$ cat src/design/cto_pkg.sv
// package for the second comparator control and output path
// assumes a 32-bit classic wishbone slave and 8-bit comparator registers
package cto_pkg;

   // ************************************************
   // register map (byte addresses)
   // ************************************************
   localparam logic [7:0] CTO_ADR_CTRL0 = 8'h00;  // comparator_two_control_zero
   localparam logic [7:0] CTO_ADR_CTRL1 = 8'h04;  // comparator_two_control_one
   localparam logic [7:0] CTO_ADR_IRQST = 8'h08;  // sticky event status, write one to clear
   localparam logic [7:0] CTO_ADR_IRQMK = 8'h0C;  // event mask
   localparam logic [7:0] CTO_ADR_PORTV = 8'h10;  // port read view

   // ************************************************
   // field positions
   // ************************************************
   localparam int CTO_C0_ENABLE = 7;
   localparam int CTO_C0_RESULT = 6;
   localparam int CTO_C0_DRIVE  = 5;
   localparam int CTO_C0_INVERT = 4;
   localparam int CTO_C0_REFSEL = 2;
   localparam int CTO_C0_CHLO   = 0;
   localparam int CTO_C1_MIRA   = 7;
   localparam int CTO_C1_MIRB   = 6;
   localparam int CTO_C1_GATSEL = 1;
   localparam int CTO_C1_SYNC   = 0;
   localparam int CTO_EV_CHANGE = 0;
   localparam int CTO_EV_GATE   = 1;

   // ************************************************
   // writable masks and reset values
   // ************************************************
   localparam logic [7:0] CTO_C0_WMASK = 8'hB7;
   localparam logic [7:0] CTO_C0_RST   = 8'h00;
   localparam logic [7:0] CTO_C1_WMASK = 8'h03;
   localparam logic [7:0] CTO_C1_RST   = 8'h02;
   localparam logic [1:0] CTO_EV_RST   = 2'h0;

   // ************************************************
   // types
   // ************************************************
   typedef enum logic [1:0] {
      CTO_BUS_IDLE = 2'b00,
      CTO_BUS_ACK  = 2'b01
   } cto_bus_e;

   // sampled analog levels, one code per source
   typedef struct packed {
      logic [7:0]      refLevel;   // internal reference
      logic [7:0]      posPin;     // external non-inverting pin
      logic [3:0][7:0] chanPin;    // four inverting channel pins
   } cto_analog_s;

   // timer clock sources seen by the capture logic
   typedef struct packed {
      logic rawClk;
      logic prescaledClk;
      logic prescaleOn;
   } cto_tmrclk_s;

endpackage : cto_pkg

$ cat src/design/cto_comparator_two_output_control.sv
// control, output path, timer gating and mirror read of the second comparator
// assumes all inputs synchronous to clk_sys; timer clock pins are sampled levels
//
// The Wishbone interface to the registers and the register offsets were left to the implementer.
`timescale 1ns/1ps
`default_nettype none

module cto_comparator_two_output_control
(
   input  wire logic               clk_sys,          // 10 MHz system clock
   input  wire logic               rst_n,            // synchronous reset
   input  wire logic               wb_cyc_i,         // bus cycle
   input  wire logic               wb_stb_i,         // bus strobe
   input  wire logic               wb_we_i,          // write
   input  wire logic [7:0]         wb_adr_i,         // byte address
   input  wire logic [3:0]         wb_sel_i,         // byte lanes
   input  wire logic [31:0]        wb_dat_i,         // write data
   output logic      [31:0]        wb_dat_o,         // read data
   output logic                    wb_ack_o,         // acknowledge
   input  wire cto_pkg::cto_analog_s analogIn,       // sampled analog levels
   input  wire logic               cmpAResult,       // first comparator result
   input  wire logic               portDirectionBit, // port direction of output pin
   input  wire logic [3:0]         pinAnalogSel,     // pins configured analog
   input  wire logic [3:0]         pinDigitalIn,     // digital pin levels
   input  wire cto_pkg::cto_tmrclk_s tmrClk,         // timer clock sources
   input  wire logic               extGatePin,       // external timer gate level
   output logic                    cmpBPinOut,       // result toward pin
   output logic                    cmpBPinOeN,       // low while pin is driven
   output logic                    tmrGate,          // gate level to timer
   output logic                    tmrCountEdge,     // timer increment pulse
   output logic                    irq               // level interrupt
);
   import cto_pkg::*;

   // ************************************************
   // registers
   // ************************************************
   logic [7:0] ctrl0_ff;
   logic [7:0] ctrl1_ff;
   logic [1:0] irqStat_ff;
   logic [1:0] irqMask_ff;
   logic       result_ff;
   logic       mismatchRef_ff;
   logic       synced_ff;
   logic       capClkPrev_ff;
   logic       gatePrev_ff;
   logic [31:0] rdData_ff;
   cto_bus_e   busState_ff;

   // ************************************************
   // bus decode
   // ************************************************
   wire        busReq   = wb_cyc_i & wb_stb_i & (busState_ff == CTO_BUS_IDLE);
   wire        wrLane0  = busReq & wb_we_i & wb_sel_i[0];
   wire        rdReq    = busReq & ~wb_we_i;
   wire        hitCtrl0 = (wb_adr_i == CTO_ADR_CTRL0);
   wire        hitCtrl1 = (wb_adr_i == CTO_ADR_CTRL1);
   wire        hitIrqSt = (wb_adr_i == CTO_ADR_IRQST);
   wire        hitIrqMk = (wb_adr_i == CTO_ADR_IRQMK);
   wire        hitPortV = (wb_adr_i == CTO_ADR_PORTV);
   wire [7:0]  wrByte   = wb_dat_i[7:0];

   // ************************************************
   // comparator core
   // ************************************************
   wire        cmpEnable  = ctrl0_ff[CTO_C0_ENABLE];
   wire        pinDriveEn = ctrl0_ff[CTO_C0_DRIVE];
   wire        invert     = ctrl0_ff[CTO_C0_INVERT];
   wire        refSelect  = ctrl0_ff[CTO_C0_REFSEL];
   wire [1:0]  chanSel    = ctrl0_ff[CTO_C0_CHLO +: 2];
   wire        gateSel    = ctrl1_ff[CTO_C1_GATSEL];
   wire        syncEn     = ctrl1_ff[CTO_C1_SYNC];

   wire [7:0]  nonInvLevel = refSelect ? analogIn.refLevel : analogIn.posPin;
   wire [7:0]  invLevel    = analogIn.chanPin[chanSel];
   wire        aboveRaw    = (nonInvLevel > invLevel);
   // a disabled comparator reads low whatever its inputs
   wire        nxt_result  = cmpEnable & (aboveRaw ^ invert);

   // ************************************************
   // timer clock capture
   // ************************************************
   // prescaled clock replaces the raw one when the prescaler is active
   wire        capClk    = tmrClk.prescaleOn ? tmrClk.prescaledClk : tmrClk.rawClk;
   wire        capFall   = capClkPrev_ff & ~capClk;
   wire        capRise   = ~capClkPrev_ff & capClk;
   // sync off bypasses the capture stage, which still captures, so with gateSel clear the gate sees only the live result
   wire        syncedOut = syncEn ? synced_ff : result_ff;
   wire        nxt_gate  = gateSel ? extGatePin : syncedOut;

   // ************************************************
   // events
   // ************************************************
   wire        evChange = (result_ff != mismatchRef_ff);
   wire        evGate   = (syncedOut != gatePrev_ff);
   wire [1:0]  events;
   assign events[CTO_EV_CHANGE] = evChange;
   assign events[CTO_EV_GATE]   = evGate;
   wire [1:0]  irqClr    = (wrLane0 & hitIrqSt) ? wrByte[1:0] : 2'h0;
   // a new event in the clearing cycle survives the clear
   wire [1:0]  nxt_irqSt = (irqStat_ff & ~irqClr) | events;

   // ************************************************
   // read mux
   // ************************************************
   wire [7:0]  ctrl0View = {ctrl0_ff[7], result_ff, ctrl0_ff[5:0]};
   wire [7:0]  ctrl1View = {cmpAResult, result_ff, 4'h0, ctrl1_ff[1:0]};
   wire [7:0]  portView  = {4'h0, pinDigitalIn & ~pinAnalogSel};
   wire [7:0]  rdByte    = hitCtrl0 ? ctrl0View :
                           hitCtrl1 ? ctrl1View :
                           hitIrqSt ? {6'h00, irqStat_ff} :
                           hitIrqMk ? {6'h00, irqMask_ff} :
                           hitPortV ? portView : 8'h00;

   // only a read of the primary register refreshes the mismatch reference
   wire        refreshRef = rdReq & hitCtrl0;

   // ************************************************
   // sequential logic
   // ************************************************
   always_ff @(posedge clk_sys) begin
      if (!rst_n) begin
         ctrl0_ff <= CTO_C0_RST;
         ctrl1_ff <= CTO_C1_RST;
      end else begin
         if (wrLane0 & hitCtrl0) begin
            ctrl0_ff <= wrByte & CTO_C0_WMASK;
         end
         if (wrLane0 & hitCtrl1) begin
            ctrl1_ff <= wrByte & CTO_C1_WMASK;
         end
      end
   end

   always_ff @(posedge clk_sys) begin
      if (!rst_n) begin
         irqStat_ff <= CTO_EV_RST;
         irqMask_ff <= CTO_EV_RST;
      end else begin
         irqStat_ff <= nxt_irqSt;
         if (wrLane0 & hitIrqMk) begin
            irqMask_ff <= wrByte[1:0];
         end
      end
   end

   always_ff @(posedge clk_sys) begin
      if (!rst_n) begin
         result_ff      <= 1'b0;
         mismatchRef_ff <= 1'b0;
         gatePrev_ff    <= 1'b0;
      end else begin
         result_ff   <= nxt_result;
         gatePrev_ff <= syncedOut;
         if (refreshRef) begin
            mismatchRef_ff <= result_ff;
         end
      end
   end

   always_ff @(posedge clk_sys) begin
      if (!rst_n) begin
         synced_ff     <= 1'b0;
         capClkPrev_ff <= 1'b0;
      end else begin
         capClkPrev_ff <= capClk;
         if (capFall) begin
            synced_ff <= result_ff;
         end
      end
   end

   always_ff @(posedge clk_sys) begin
      if (!rst_n) begin
         busState_ff <= CTO_BUS_IDLE;
         rdData_ff   <= 32'h0000_0000;
      end else begin
         case (busState_ff)
            CTO_BUS_IDLE: begin
               if (busReq) begin
                  busState_ff <= CTO_BUS_ACK;
                  rdData_ff   <= {24'h00_0000, rdByte};
               end
            end
            default: begin
               busState_ff <= CTO_BUS_IDLE;
            end
         endcase
      end
   end

   // ************************************************
   // outputs
   // ************************************************
   wire pinDrive = pinDriveEn & cmpEnable & ~portDirectionBit;
   assign cmpBPinOut   = result_ff;
   assign cmpBPinOeN   = ~pinDrive;
   assign tmrGate      = nxt_gate;
   // count on the rising edge so capture and count never share an edge
   assign tmrCountEdge = capRise;
   assign irq          = |(irqStat_ff & irqMask_ff);
   assign wb_ack_o     = (busState_ff == CTO_BUS_ACK);
   assign wb_dat_o     = rdData_ff;
endmodule // cto_comparator_two_output_control

`default_nettype wire

$ cat config.mk
export PLATFORM = sky130hd
export DESIGN_NAME = cto_comparator_two_output_control
export DESIGN_NICKNAME = d
export VERILOG_FILES = /design/src/design/cto_pkg.sv /design/src/design/cto_comparator_two_output_control.sv
export SDC_FILE = /design/constraint.sdc
export NUM_CORES = 1
export LEC_CHECK = 0
export BUFFER_PORTS_ARGS = -buffer_cell sky130_fd_sc_hd__buf_2
export CAP_MARGIN = 20
export CORE_MARGIN = 3
export CORE_UTILIZATION = 40
export DETAILED_ROUTE_END_ITERATION = 6
export PLACE_DENSITY = 0.89
export SLEW_MARGIN = 20
export SYNTH_ARGS = -nofsm -noshare
export SYNTH_HDL_FRONTEND = slang
export SYNTH_SLANG_ARGS = --single-unit
$ cat constraint.sdc
create_clock -name clk_sys -period 3.5 [get_ports clk_sys]
set_input_delay 0.875 -clock clk_sys [delete_from_list [all_inputs] [get_ports clk_sys]]
set_output_delay 0.875 -clock clk_sys [all_outputs]
set_load 0.005 [all_outputs]
### Word level (Yosys, flattened, before mapping)

Cells that the tools add are included.

* reductions and logical operators: 5
* mux-type cells: 12
* shifts and indexed selects: 0
* bitwise gates (word level): 27
* $add $sub $neg: 0
* equal/unequal tests: 6
* $mul: 0
* div/mod/pow operators: 0
* $lt $le $gt $ge: 2

Operators by type and width (number)
* $mux W8: 4
* $bmux W8 S2: 1
* $eq A8 B4 Y1 const B: 2
* $and A1 B1 Y1: 15
* $mux W4: 3
* $eq A8 B3 Y1 const B: 1
* $eq A8 B5 Y1 const B: 1
* $gt A8 B8 Y1: 1
* $logic_not A8 Y1: 1
* $not A1 Y1: 5
* $and A2 B2 Y2: 2
* $and A4 B4 Y4: 1
* $not A4 Y4: 1
* $reduce_and A2 Y1: 2
* $lt A2 B3 Y1 const B: 1
* $mux W1: 3
* $logic_not A2 Y1: 1
* $mux W2: 1
* $ne A1 B1 Y1: 2
* $not A2 Y2: 1
* $or A2 B2 Y2: 1
* $reduce_or A2 Y1: 1
* $xor A1 B1 Y1: 1

* latch bits: 0
* memories kept: 0
* memory bits (read-only): 0
* input bits: 111
* output and inout port bits: 38
* RAM bits: 0
* bits in registers: 26

### Depth between registers and ports, before layout

Gate-level depths: netlist of run 1.

* depth after elaboration: 9
* mapped depth: 9
* gate-level depth less buffers: 8

### Worst setup path before layout of run 1

No wires, ideal clock.

* kind: in2reg
* start: in analogIn[25] (netlist name)
* end: reg result_ff (netlist: cmpBPinOut)
* path slack: 1.174 ns
* setup time: 0.072 ns
* arrival: 2.255 ns
* cell stages on the path: 8
* path buffers: 0
* path through: mux4_2 inv_1 ha_1 nor2b_1 o211ai_1 a21oi_1 o21bai_1 mux2i_1

* word-level cells in the longest chain between the ends: 5

RTL lines
* start: declaration: RTL line cto_comparator_two_output_control.sv:20 `input wire cto_pkg::cto_analog_s analogIn,`
* $bmux W8 S2: RTL line cto_comparator_two_output_control.sv:75 `wire [7:0] invLevel = analogIn.chanPin[chanSel];`
* $mux W8 (not written as such): RTL line cto_comparator_two_output_control.sv:75
* $gt A8 B8 Y1: RTL line cto_comparator_two_output_control.sv:76 `wire aboveRaw = (nonInvLevel > invLevel);`
* $xor A1 B1 Y1: RTL line cto_comparator_two_output_control.sv:78 `wire nxt_result = cmpEnable & (aboveRaw ^ invert);`
* $and A1 B1 Y1: RTL line cto_comparator_two_output_control.sv:78
* end signal: assignment: RTL line cto_comparator_two_output_control.sv:153 `result_ff <= nxt_result;`
* end: declaration: RTL line cto_comparator_two_output_control.sv:42 `logic result_ff;`

No other way between the ends. The select of a mux whose other input is x is not followed.
A chain may end at the register's enable or synchronous reset.

### Final worst setup path of run 1

* start: reg ctrl0_ff[0]
* end: reg result_ff (netlist: cmpBPinOut)

* word-level cells in the longest chain between the ends: 5

RTL lines
* start: declaration: RTL line cto_comparator_two_output_control.sv:38 `logic [7:0] ctrl0_ff;`
* start signal: assignment: RTL line cto_comparator_two_output_control.sv:127 `ctrl0_ff <= wrByte & CTO_C0_WMASK;`
* $bmux W8 S2: RTL line cto_comparator_two_output_control.sv:75
* $mux W8 (not written as such): RTL line cto_comparator_two_output_control.sv:75
* $gt A8 B8 Y1: RTL line cto_comparator_two_output_control.sv:76
* $xor A1 B1 Y1: RTL line cto_comparator_two_output_control.sv:78
* $and A1 B1 Y1: RTL line cto_comparator_two_output_control.sv:78

No other way between the ends. The select of a mux whose other input is x is not followed.

==> metrics.txt, run 1 <==
Slew Limit Fails=0; Antenna Violating Nets Remaining=0; LEAKAGE=approximately 1.1 nW; first-pass GRT wire length=7.35 mm; layout cell share with drive strength beyond 1=~40%; placed cells=349; Setup Fix Bufs, Post-CTS=0; nets=roughly 420; Core Area=4500 um2; number of synthesized flops with an enable pin=0; Layout Cells excl Fill=352; most frequent cells in the layout=95 x buf_2, 26 x dfxtp_1, 24 x conb_1; Syn Area/Cell=~9 um2; simple-gate share of the synthesized area=20.2%; CP startpoint=ctrl0_ff[0]; diode count=0; vias in the first global route=approximately 1600; Layout Skew=between 1 and 1.5 ps; register area=roughly 520 um2; R2R depth=8; Row Count=24; # port buffers=95; CP max FO=10; ratio of routed vias to standard cells=approximately 5.2; WL/cell=13.9 um; Yosys top cell area share=a little over a quarter; synth top area cells=dfxtp_1 27%, buf_4 9.3%, mux4_2 9.3%, mux2i_1 6.2%, ha_1 5.2%; library cells used by synthesis=45; M1 wire length=~2 mm; actual slew at the worst max-slew pin=~580 ps; synth-to-layout area growth=23.3%; status=finished, final reports clean; clock latency on the worst-skew pair=~270 ps; Initial Util=a little over two fifths; FF+latch count, synth=26; global route overflow=0; CTS tree=built; r2r endpoint=cmpBPinOut; WHS Path Cells=2; Max Fclk=~0.42 GHz; slowest CP cell=dfxtp_1; Iteration-0 DRC Markers=68; Worst path max stage delay=just under 700 ps; clock tree buffer depth=2; Final Critical Period=around 2400 ps; hpwl dp=4.17 mm; Hold Startpoint=wb_dat_o[0]; crit share post-route=a little under 70%; Synth Area in XOR/XNOR=less than 1%; RePlAce Congestion=roughly 0.80; H-tree depth=1; Sink Count=26; fin util=~53%; Max Cap Viol=0; Fill cells=roughly 440; critical path, cell by cell=mux4_2 -> inv_1 -> ha_1 -> nor2b_1 -> o211ai_1 -> a21oi_1 -> o21bai_1 -> mux2i_1; largest family of logic cells by synthesized area=simple AND/OR/NAND/NOR gates; async set-or-reset flop fraction in the synthesized netlist=0%; CP endpoint kind=register; clk root buf=clkbuf_8; die area=roughly 5700 um2; Max-slew headroom=just over 60%; largest net degree at the start of global routing=28; first-pass iteration count of the detailed router=4; critical path class=register to register; Syn Inst Count=approximately 210; reg-to-reg startpoint=ctrl0_ff[0]; Final Hold Fails=0; Overall Global Routing Usage=around 17%; CTS resizes=0; total CTS buffers=3; Clk pin slew, worst setup/hold paths=90 ps; vias=1815; Crit path required time=approximately 3700 ps; die extent in y=around 76 um; Synth Flop Type=dfxtp_1; Reg2Reg Setup Slack=roughly 1100 ps; drc violations=0; Post-Syn Area=around 1900 um2; top cell type by total area after synthesis=dfxtp_1; class of the worst hold path=register to register; initial antenna violation count=0; chip width=between 70 and 80 um; startpoint types=register; highest metal used=met4; unrepaired setup endpoints after global routing=false; final WL=between 4 and 5 mm; multi-input logic area=roughly 1200 um2; IO Pins=between 100 and 150; YS warnings=0; area share of fa/ha/maj cells after synthesis=just over 5%; Hold Buf Count CTS=0; power per cell area=around 250 nW/um2; leading cell type in the layout, fill and taps excluded=buf_2; post-synthesis mux area share=20.2%; met3 wire len=between 300 and 400 um; worst hold slack=around 460 ps; Hold Path End=wb_dat_o[0]; DR WL met2=around 2.5 mm; peak supply drop=approximately 0.17 mV; Synth Area in Compound Gates=13.1%; post-synthesis sequential area ratio=between 20% and 30%; Setup Viol. Count Final=0; final setup TNS=0 ps; WP data arrival=between 2000 and 3000 ps
[layer usage]
layer	vias up	track usage, %
met1	844	21.1
li1	895	-
met3	7	4.49
met2	69	28.5
met5	-	0
met4	0	2.72
[worst max-delay path by stage]
stage	end
2_1_floorplan	cmpBPinOut
3_3_place_gp	cmpBPinOut
3_5_place_dp	cmpBPinOut
4_1_cts	cmpBPinOut
5_1_grt	cmpBPinOut
6_report	cmpBPinOut
[logic make-up after synthesis]
logic type | after synthesis
buffers and inverters | 44
adders and majority gates | 8
and+or+nand+nor | 66
AOI/OAI and AO/OA | 37
DFF | 26
muxes | 28
other | 1
xor gates and xnor gates | 2
[where the power goes]
group	leakage, nW	internal [mW]	total [mW]	switching [mW]
sequential	0.210	0.297	0.299	0.00115
combinational	0.874	0.0626	0.121	0.0582
clock	0.0216	0.0773	0.171	0.0937
total	1.11	0.437	0.590	0.153
[sequential cells by signal, indices dropped and copies added (netlist names)]
| register | cells |
|---|---|
| wb_dat_o | 8 |
| ctrl0_ff | 6 |
| ctrl1_ff | 2 |
| irqMask_ff | 2 |
| irqStat_ff | 2 |
| busState_ff | 1 |
| capClkPrev_ff | 1 |
| cmpBPinOut | 1 |
| gatePrev_ff | 1 |
| mismatchRef_ff | 1 |
| synced_ff | 1 |
[critical path, delay by kind of cell, from the launching register on]
kind	cells	cell delay (ps)
adder cells (fa/ha/maj)	1	230
multiplexers	2	770
flip-flops	1	690
buffers and inverters	1	80
AND/OR/NAND/NOR	1	140
AO/OA/AOI/OAI	3	390
[Yosys cell counts (2+ instances only)]
master,count
a21boi_0,8
a21boi_1,2
a21oi_1,6
a22oi_1,3
a32oi_1,3
buf_2,2
buf_4,24
clkbuf_1,6
dfxtp_1,26
ha_1,8
inv_1,11
mux2_2,8
mux2i_1,12
mux4_2,8
nand2_1,20
nand3_1,4
nand3b_1,3
nand4_1,6
nor2_1,7
nor2b_1,12
nor4_1,2
o21a_1,2
o21ai_0,6
or4_4,2
[final cells by class]
cell class | count | share of cell area (%)
sequential | 26 | 21.8
inverter | 11 | 1.73
clock buffer | 3 | 1.73
tap | 52 | 2.73
timing repair buffer | 95 | 19.9
multi-input combinational | 165 | 52.1
[through the flow]
step | power [mW] | worst slack [ps] | cell area [um2]
after global placement | 0.422 | 978 | 2350
after floorplan | 0.385 | 1170 | 2020
after detailed placement | 0.426 | 949 | 2350
after global routing | 0.623 | 897 | 2390
final | 0.590 | 1130 | 2390
after CTS | 0.593 | 1090 | 2390
(Power assumes the default switching activity.)
==> run 2, diff against run 1 <==
==> constraint.sdc (replaced) <==
create_clock -name clk_sys -period 2.4 [get_ports clk_sys]
set_input_delay 0.6 -clock clk_sys [delete_from_list [all_inputs] [get_ports clk_sys]]
set_output_delay 0.6 -clock clk_sys [all_outputs]
set_load 0.005 [all_outputs]
==> run 2 against run 1 <==
Compared with the run above:
- flip-flop and latch count is the same
- design area rose by 1.6%
- clock skew is 0.98 ps higher
- final cell count is 1.4% higher
- highest routed layer unchanged
- critical path depth stayed put
- sequential power is 45% higher
==> metrics.txt, run 2 (same netlist as run 1, synthesis figures left out) <==
fin util=53.8% (+0.83 points); die extent in y=75.6 um (unchanged); Overall Global Routing Usage=17.1% (+0.60 points); Setup Fix Bufs, Post-CTS=0 (unchanged); Initial Util=43.0% (unchanged); clock tree buffer depth=2 (unchanged); class of the worst hold path=register to register; Clk pin slew, worst setup/hold paths=80 ps (about the same); drc violations=0 (unchanged); switching share of total power=25.3% (-0.58 points); clk root buf=clkbuf_8; WL/cell=14.3 um (+2.8%); Layout Cells excl Fill=357 (+1.4%); largest net degree at the start of global routing=28 (unchanged); Setup Viol. Count Final=0 (unchanged); status=finished, final reports clean; CP endpoint kind=register; final WL=5.12 mm (+4.3%); Iteration-0 DRC Markers=83 (+22%); hpwl dp=4.36 mm (+4.6%); RePlAce Congestion=0.823 (+2.8%); Int Power=0.638 mW (+46%); clock power share=28.0% (-1.0 points); critical path class=register to register; first-pass iteration count of the detailed router=4 (unchanged); most frequent cells in the layout=95 x buf_2, 26 x dfxtp_1, 24 x conb_1; Seq pwr share=51.0% (+0.4 points); switching power=0.216 mW (+41%); CTS resizes=0 (unchanged); # port buffers=95 (unchanged); power per cell area=352 nW/um2 (+42%); synth-to-layout area growth=25.2%; power share of the combinational group=21.0% (+0.6 points); CTS tree=built; initial antenna violation count=0 (unchanged); IO Pins=149 (unchanged); clock latency on the worst-skew pair=260 ps (about the same); Final Hold Fails=0 (unchanged); CP max FO=5 (-5); ratio of routed vias to standard cells=5.15 (-0.21%); diode count=0 (unchanged); vias in the first global route=1711 (+5.0%); Max Fclk=0.456 GHz (+8.1%); final setup TNS=0 ps (unchanged); die area=5710 um2 (unchanged); Fill cells=439 (+0.46%); Antenna Violating Nets Remaining=0 (unchanged); Final Critical Period=2190 ps (-177 ps); Slew Limit Fails=0 (unchanged); startpoint types=register; nets=426 (+1.2%); Layout Skew=2.03 ps (+0.985 ps); LEAKAGE=1.13 nW (+2.4%); Sink Count=26 (unchanged); peak supply drop=0.276 mV (+65%); vias=1837 (+1.2%); WP data arrival=2390 ps (-190 ps); Power Total=0.854 mW (+45%); layout cell share with drive strength beyond 1=41.3% (+0.98 points); Max Cap Viol=0 (unchanged); max FFs per register=8 (unchanged); Crit path required time=2600 ps (-1110 ps); Row Count=24 (unchanged); unrepaired setup endpoints after global routing=false; chip width=75.6 um (unchanged); placed cells=354 (+1.4%); total CTS buffers=3 (unchanged); crit share post-route=91.4% (+24 points); first-pass GRT wire length=7.57 mm (+3.0%); global route overflow=0 (unchanged); Hold Buf Count CTS=0 (unchanged); Core Area=4500 um2 (unchanged); H-tree depth=1 (unchanged); leading cell type in the layout, fill and taps excluded=buf_2
## run 2: final cells by class
class | instances | area (um2) | area share, %
multi-input cells | 165 | 1240 | 51.3
flip-flops and latches | 26 | 520 | 21.5
repair buffers | 100 | 513 | 21.2
well taps | 52 | 65.1 | 2.68
clock buffers | 3 | 41.3 | 1.70
inverters | 11 | 41.3 | 1.70
## run 2: power by group through the flow
stage | clock [mW] | combinational [mW] | sequential (mW)
after floorplan | 0 | 0.116 | 0.446
after global placement | 0 | 0.169 | 0.446
after detailed placement | 0 | 0.178 | 0.446
after CTS | 0.245 | 0.178 | 0.435
after global routing | 0.264 | 0.203 | 0.436
final | 0.239 | 0.180 | 0.435
## run 2: per-stage QoR
| step | area (um2) | hold WS [ps] | setup slack (ps) |
|---|---|---|---|
| finish | 2420 | 463 | 207 |
| global route | 2420 | 481 | 35.3 |
| CTS | 2420 | 467 | 181 |
| detailed placement | 2380 | 454 | 57.5 |
| global placement | 2380 | 438 | 150 |
| floorplan | 2020 | 443 | 336 |
## run 2: worst max-delay path, cell delays in order (launching register included)
cell and delay [ps]:
dfxtp_1 470, buf_4 210, mux4_2 500, inv_1 80, ha_1 240, a21oi_1 130, o21ai_0 90, o21bai_1 200
mux2i_1 200
## run 2: path summary, 6_finish.rpt
path,slack [ps],endpoint,depth (start not counted),startpoint
worst min-delay path,460,wb_dat_o[4],2,wb_dat_o[4]
worst min register to register,460,wb_dat_o[4],2,wb_dat_o[4]
worst max-delay path,210,cmpBPinOut,8,ctrl0_ff[0]
worst max register to register,210,cmpBPinOut,8,ctrl0_ff[0]
## run 2: layer usage
layer / part of all wire (%) / GRT usage [%]
met3: 6.4 / 4.75
met1: 39 / 20.9
met5: 0 / 0
met2: 53 / 29.6
met4: 1.2 / 4.66
==> run 3, diff against run 2 <==
--- a/config.mk
+++ b/config.mk
@@ -9,6 +9,7 @@
 export CAP_MARGIN = 20
 export CORE_MARGIN = 3
 export CORE_UTILIZATION = 40
+export CTS_BUF_LIST = sky130_fd_sc_hd__clkbuf_16
 export DETAILED_ROUTE_END_ITERATION = 6
 export PLACE_DENSITY = 0.89
 export SLEW_MARGIN = 20
==> run 3 against run 2 <==
Compared with the run above:
- die area stayed put
- hold slack worse by 2.1 ps
- clock-buffer cell count stayed put
- sequential share of layout area is 0.29 points lower
- highest routed layer unchanged
- largest cell class unchanged
- core utilization is 0.75 points higher
==> metrics.txt, run 3 (same netlist as run 1, synthesis figures left out) <==
status=finished, final reports clean; CTS tree=built; fin util=54.6% (+0.75 points); global route overflow=0 (unchanged); total CTS buffers=3 (unchanged); Row Count=24 (unchanged); Setup Fix Bufs, Post-CTS=0 (unchanged); critical path class=register to register; Max Fclk=0.457 GHz (+0.29%); WHS Path Cells=2 (unchanged); Overall Global Routing Usage=17.3% (+0.16 points); max FFs per register=8 (unchanged); hpwl dp=4.36 mm (unchanged); CP max FO=5 (unchanged); critical path, cell by cell=buf_4 -> mux4_2 -> inv_1 -> ha_1 -> a21oi_1 -> o21ai_0 -> o21bai_1 -> mux2i_1; Crit path required time=2590 ps (about the same); clock latency on the worst-skew pair=250 ps (about the same); crit share post-route=91.1% (-0.27 points); synth-to-layout area growth=26.9%; register area=520 um2 (unchanged); most frequent cells in the layout=95 x buf_2, 26 x dfxtp_1, 24 x conb_1; nets=426 (unchanged); final WL=5.11 mm (-0.18%); peak supply drop=0.338 mV (+22%); Slew Limit Fails=0 (unchanged); first-pass iteration count of the detailed router=4 (unchanged); Hold Buf Count CTS=0 (unchanged); final setup TNS=0 ps (unchanged); Max Cap Viol=0 (unchanged); startpoint types=register; CTS resizes=0 (unchanged); Final Hold Fails=0 (unchanged); initial antenna violation count=0 (unchanged); largest net degree at the start of global routing=28 (unchanged); unrepaired setup endpoints after global routing=false; drc violations=0 (unchanged); layout cell share with drive strength beyond 1=41.3% (unchanged); Core Area=4500 um2 (unchanged); chip width=75.6 um (unchanged); # port buffers=95 (unchanged); ratio of routed vias to standard cells=5.10 (-0.82%); slowest CP cell=mux4_2; die extent in y=75.6 um (unchanged); Fill cells=429 (-2.3%); vias=1822 (-0.82%); H-tree depth=1 (unchanged); clk root buf=clkbuf_16; Iteration-0 DRC Markers=91 (+9.6%); power per cell area=396 nW/um2 (+12%); Layout Skew=1.36 ps (-0.669 ps); leading cell type in the layout, fill and taps excluded=buf_2; clock tree buffer depth=2 (unchanged); CP endpoint kind=register; IO Pins=149 (unchanged); Setup Viol. Count Final=0 (unchanged); Clk pin slew, worst setup/hold paths=60 ps (-20 ps); multi-input logic area=1240 um2 (unchanged); diode count=0 (unchanged); WP data arrival=2370 ps (-20 ps); Sink Count=26 (unchanged); R2R depth=8 (unchanged); Antenna Violating Nets Remaining=0 (unchanged); first-pass GRT wire length=7.61 mm (+0.54%); die area=5710 um2 (unchanged); WL/cell=14.3 um (-0.18%); LEAKAGE=1.15 nW (+1.4%); class of the worst hold path=register to register; RePlAce Congestion=0.823 (unchanged); vias in the first global route=1714 (+0.18%); Initial Util=43.0% (unchanged); Worst path max stage delay=500 ps (about the same); Final Critical Period=2190 ps (-6.40 ps)
[run 3: cell type report]
type / count / share of cell area, %
sequential: 26 / 21.2
tap: 52 / 2.65
clock buffer: 3 / 3.05
multi-input combinational: 165 / 50.6
inverter: 11 / 1.68
timing repair buffer: 100 / 20.9
[run 3: layer usage]
metal	part of all wire, %	GRT usage [%]	routed length [um]
met3	7.0	4.62	357
met4	1.5	5.24	76
met5	0	0	0
met2	53	29.5	2720
met1	38	21.3	1950
[run 3: through the flow]
stage / hold slack (ps) / total power [mW] / area (um2) / std cells / worst slack [ps]
after floorplan: 443 / 0.561 / 2020 / 235 / 336
after global placement: 438 / 0.615 / 2380 / 354 / 150
after detailed placement: 454 / 0.623 / 2380 / 354 / 57.5
after CTS: 464 / 0.976 / 2460 / 357 / 187
after global routing: 477 / 1.02 / 2460 / 357 / 44.4
final: 461 / 0.973 / 2460 / 357 / 213
[run 3: path summary, 6_finish.rpt]
kind / start / endpoint / slack [ps]
min: wb_dat_o[4] / wb_dat_o[4] / 460
max: ctrl0_ff[0] / cmpBPinOut / 210
max reg2reg: ctrl0_ff[0] / cmpBPinOut / 210
min reg2reg: wb_dat_o[4] / wb_dat_o[4] / 460
[run 3: power breakdown]
group	internal, mW	switching [mW]
Sequential	0.434	0.00167
Clock	0.220	0.137
Combinational	0.0917	0.0876
[run 3: critical path: cells and delay by family (launching register included)]
kind | cells | cell delay [ps]
buf+inv | 2 | 290
fa+ha+maj | 1 | 240
flops | 1 | 470
mux | 2 | 700
compound gates | 3 | 420
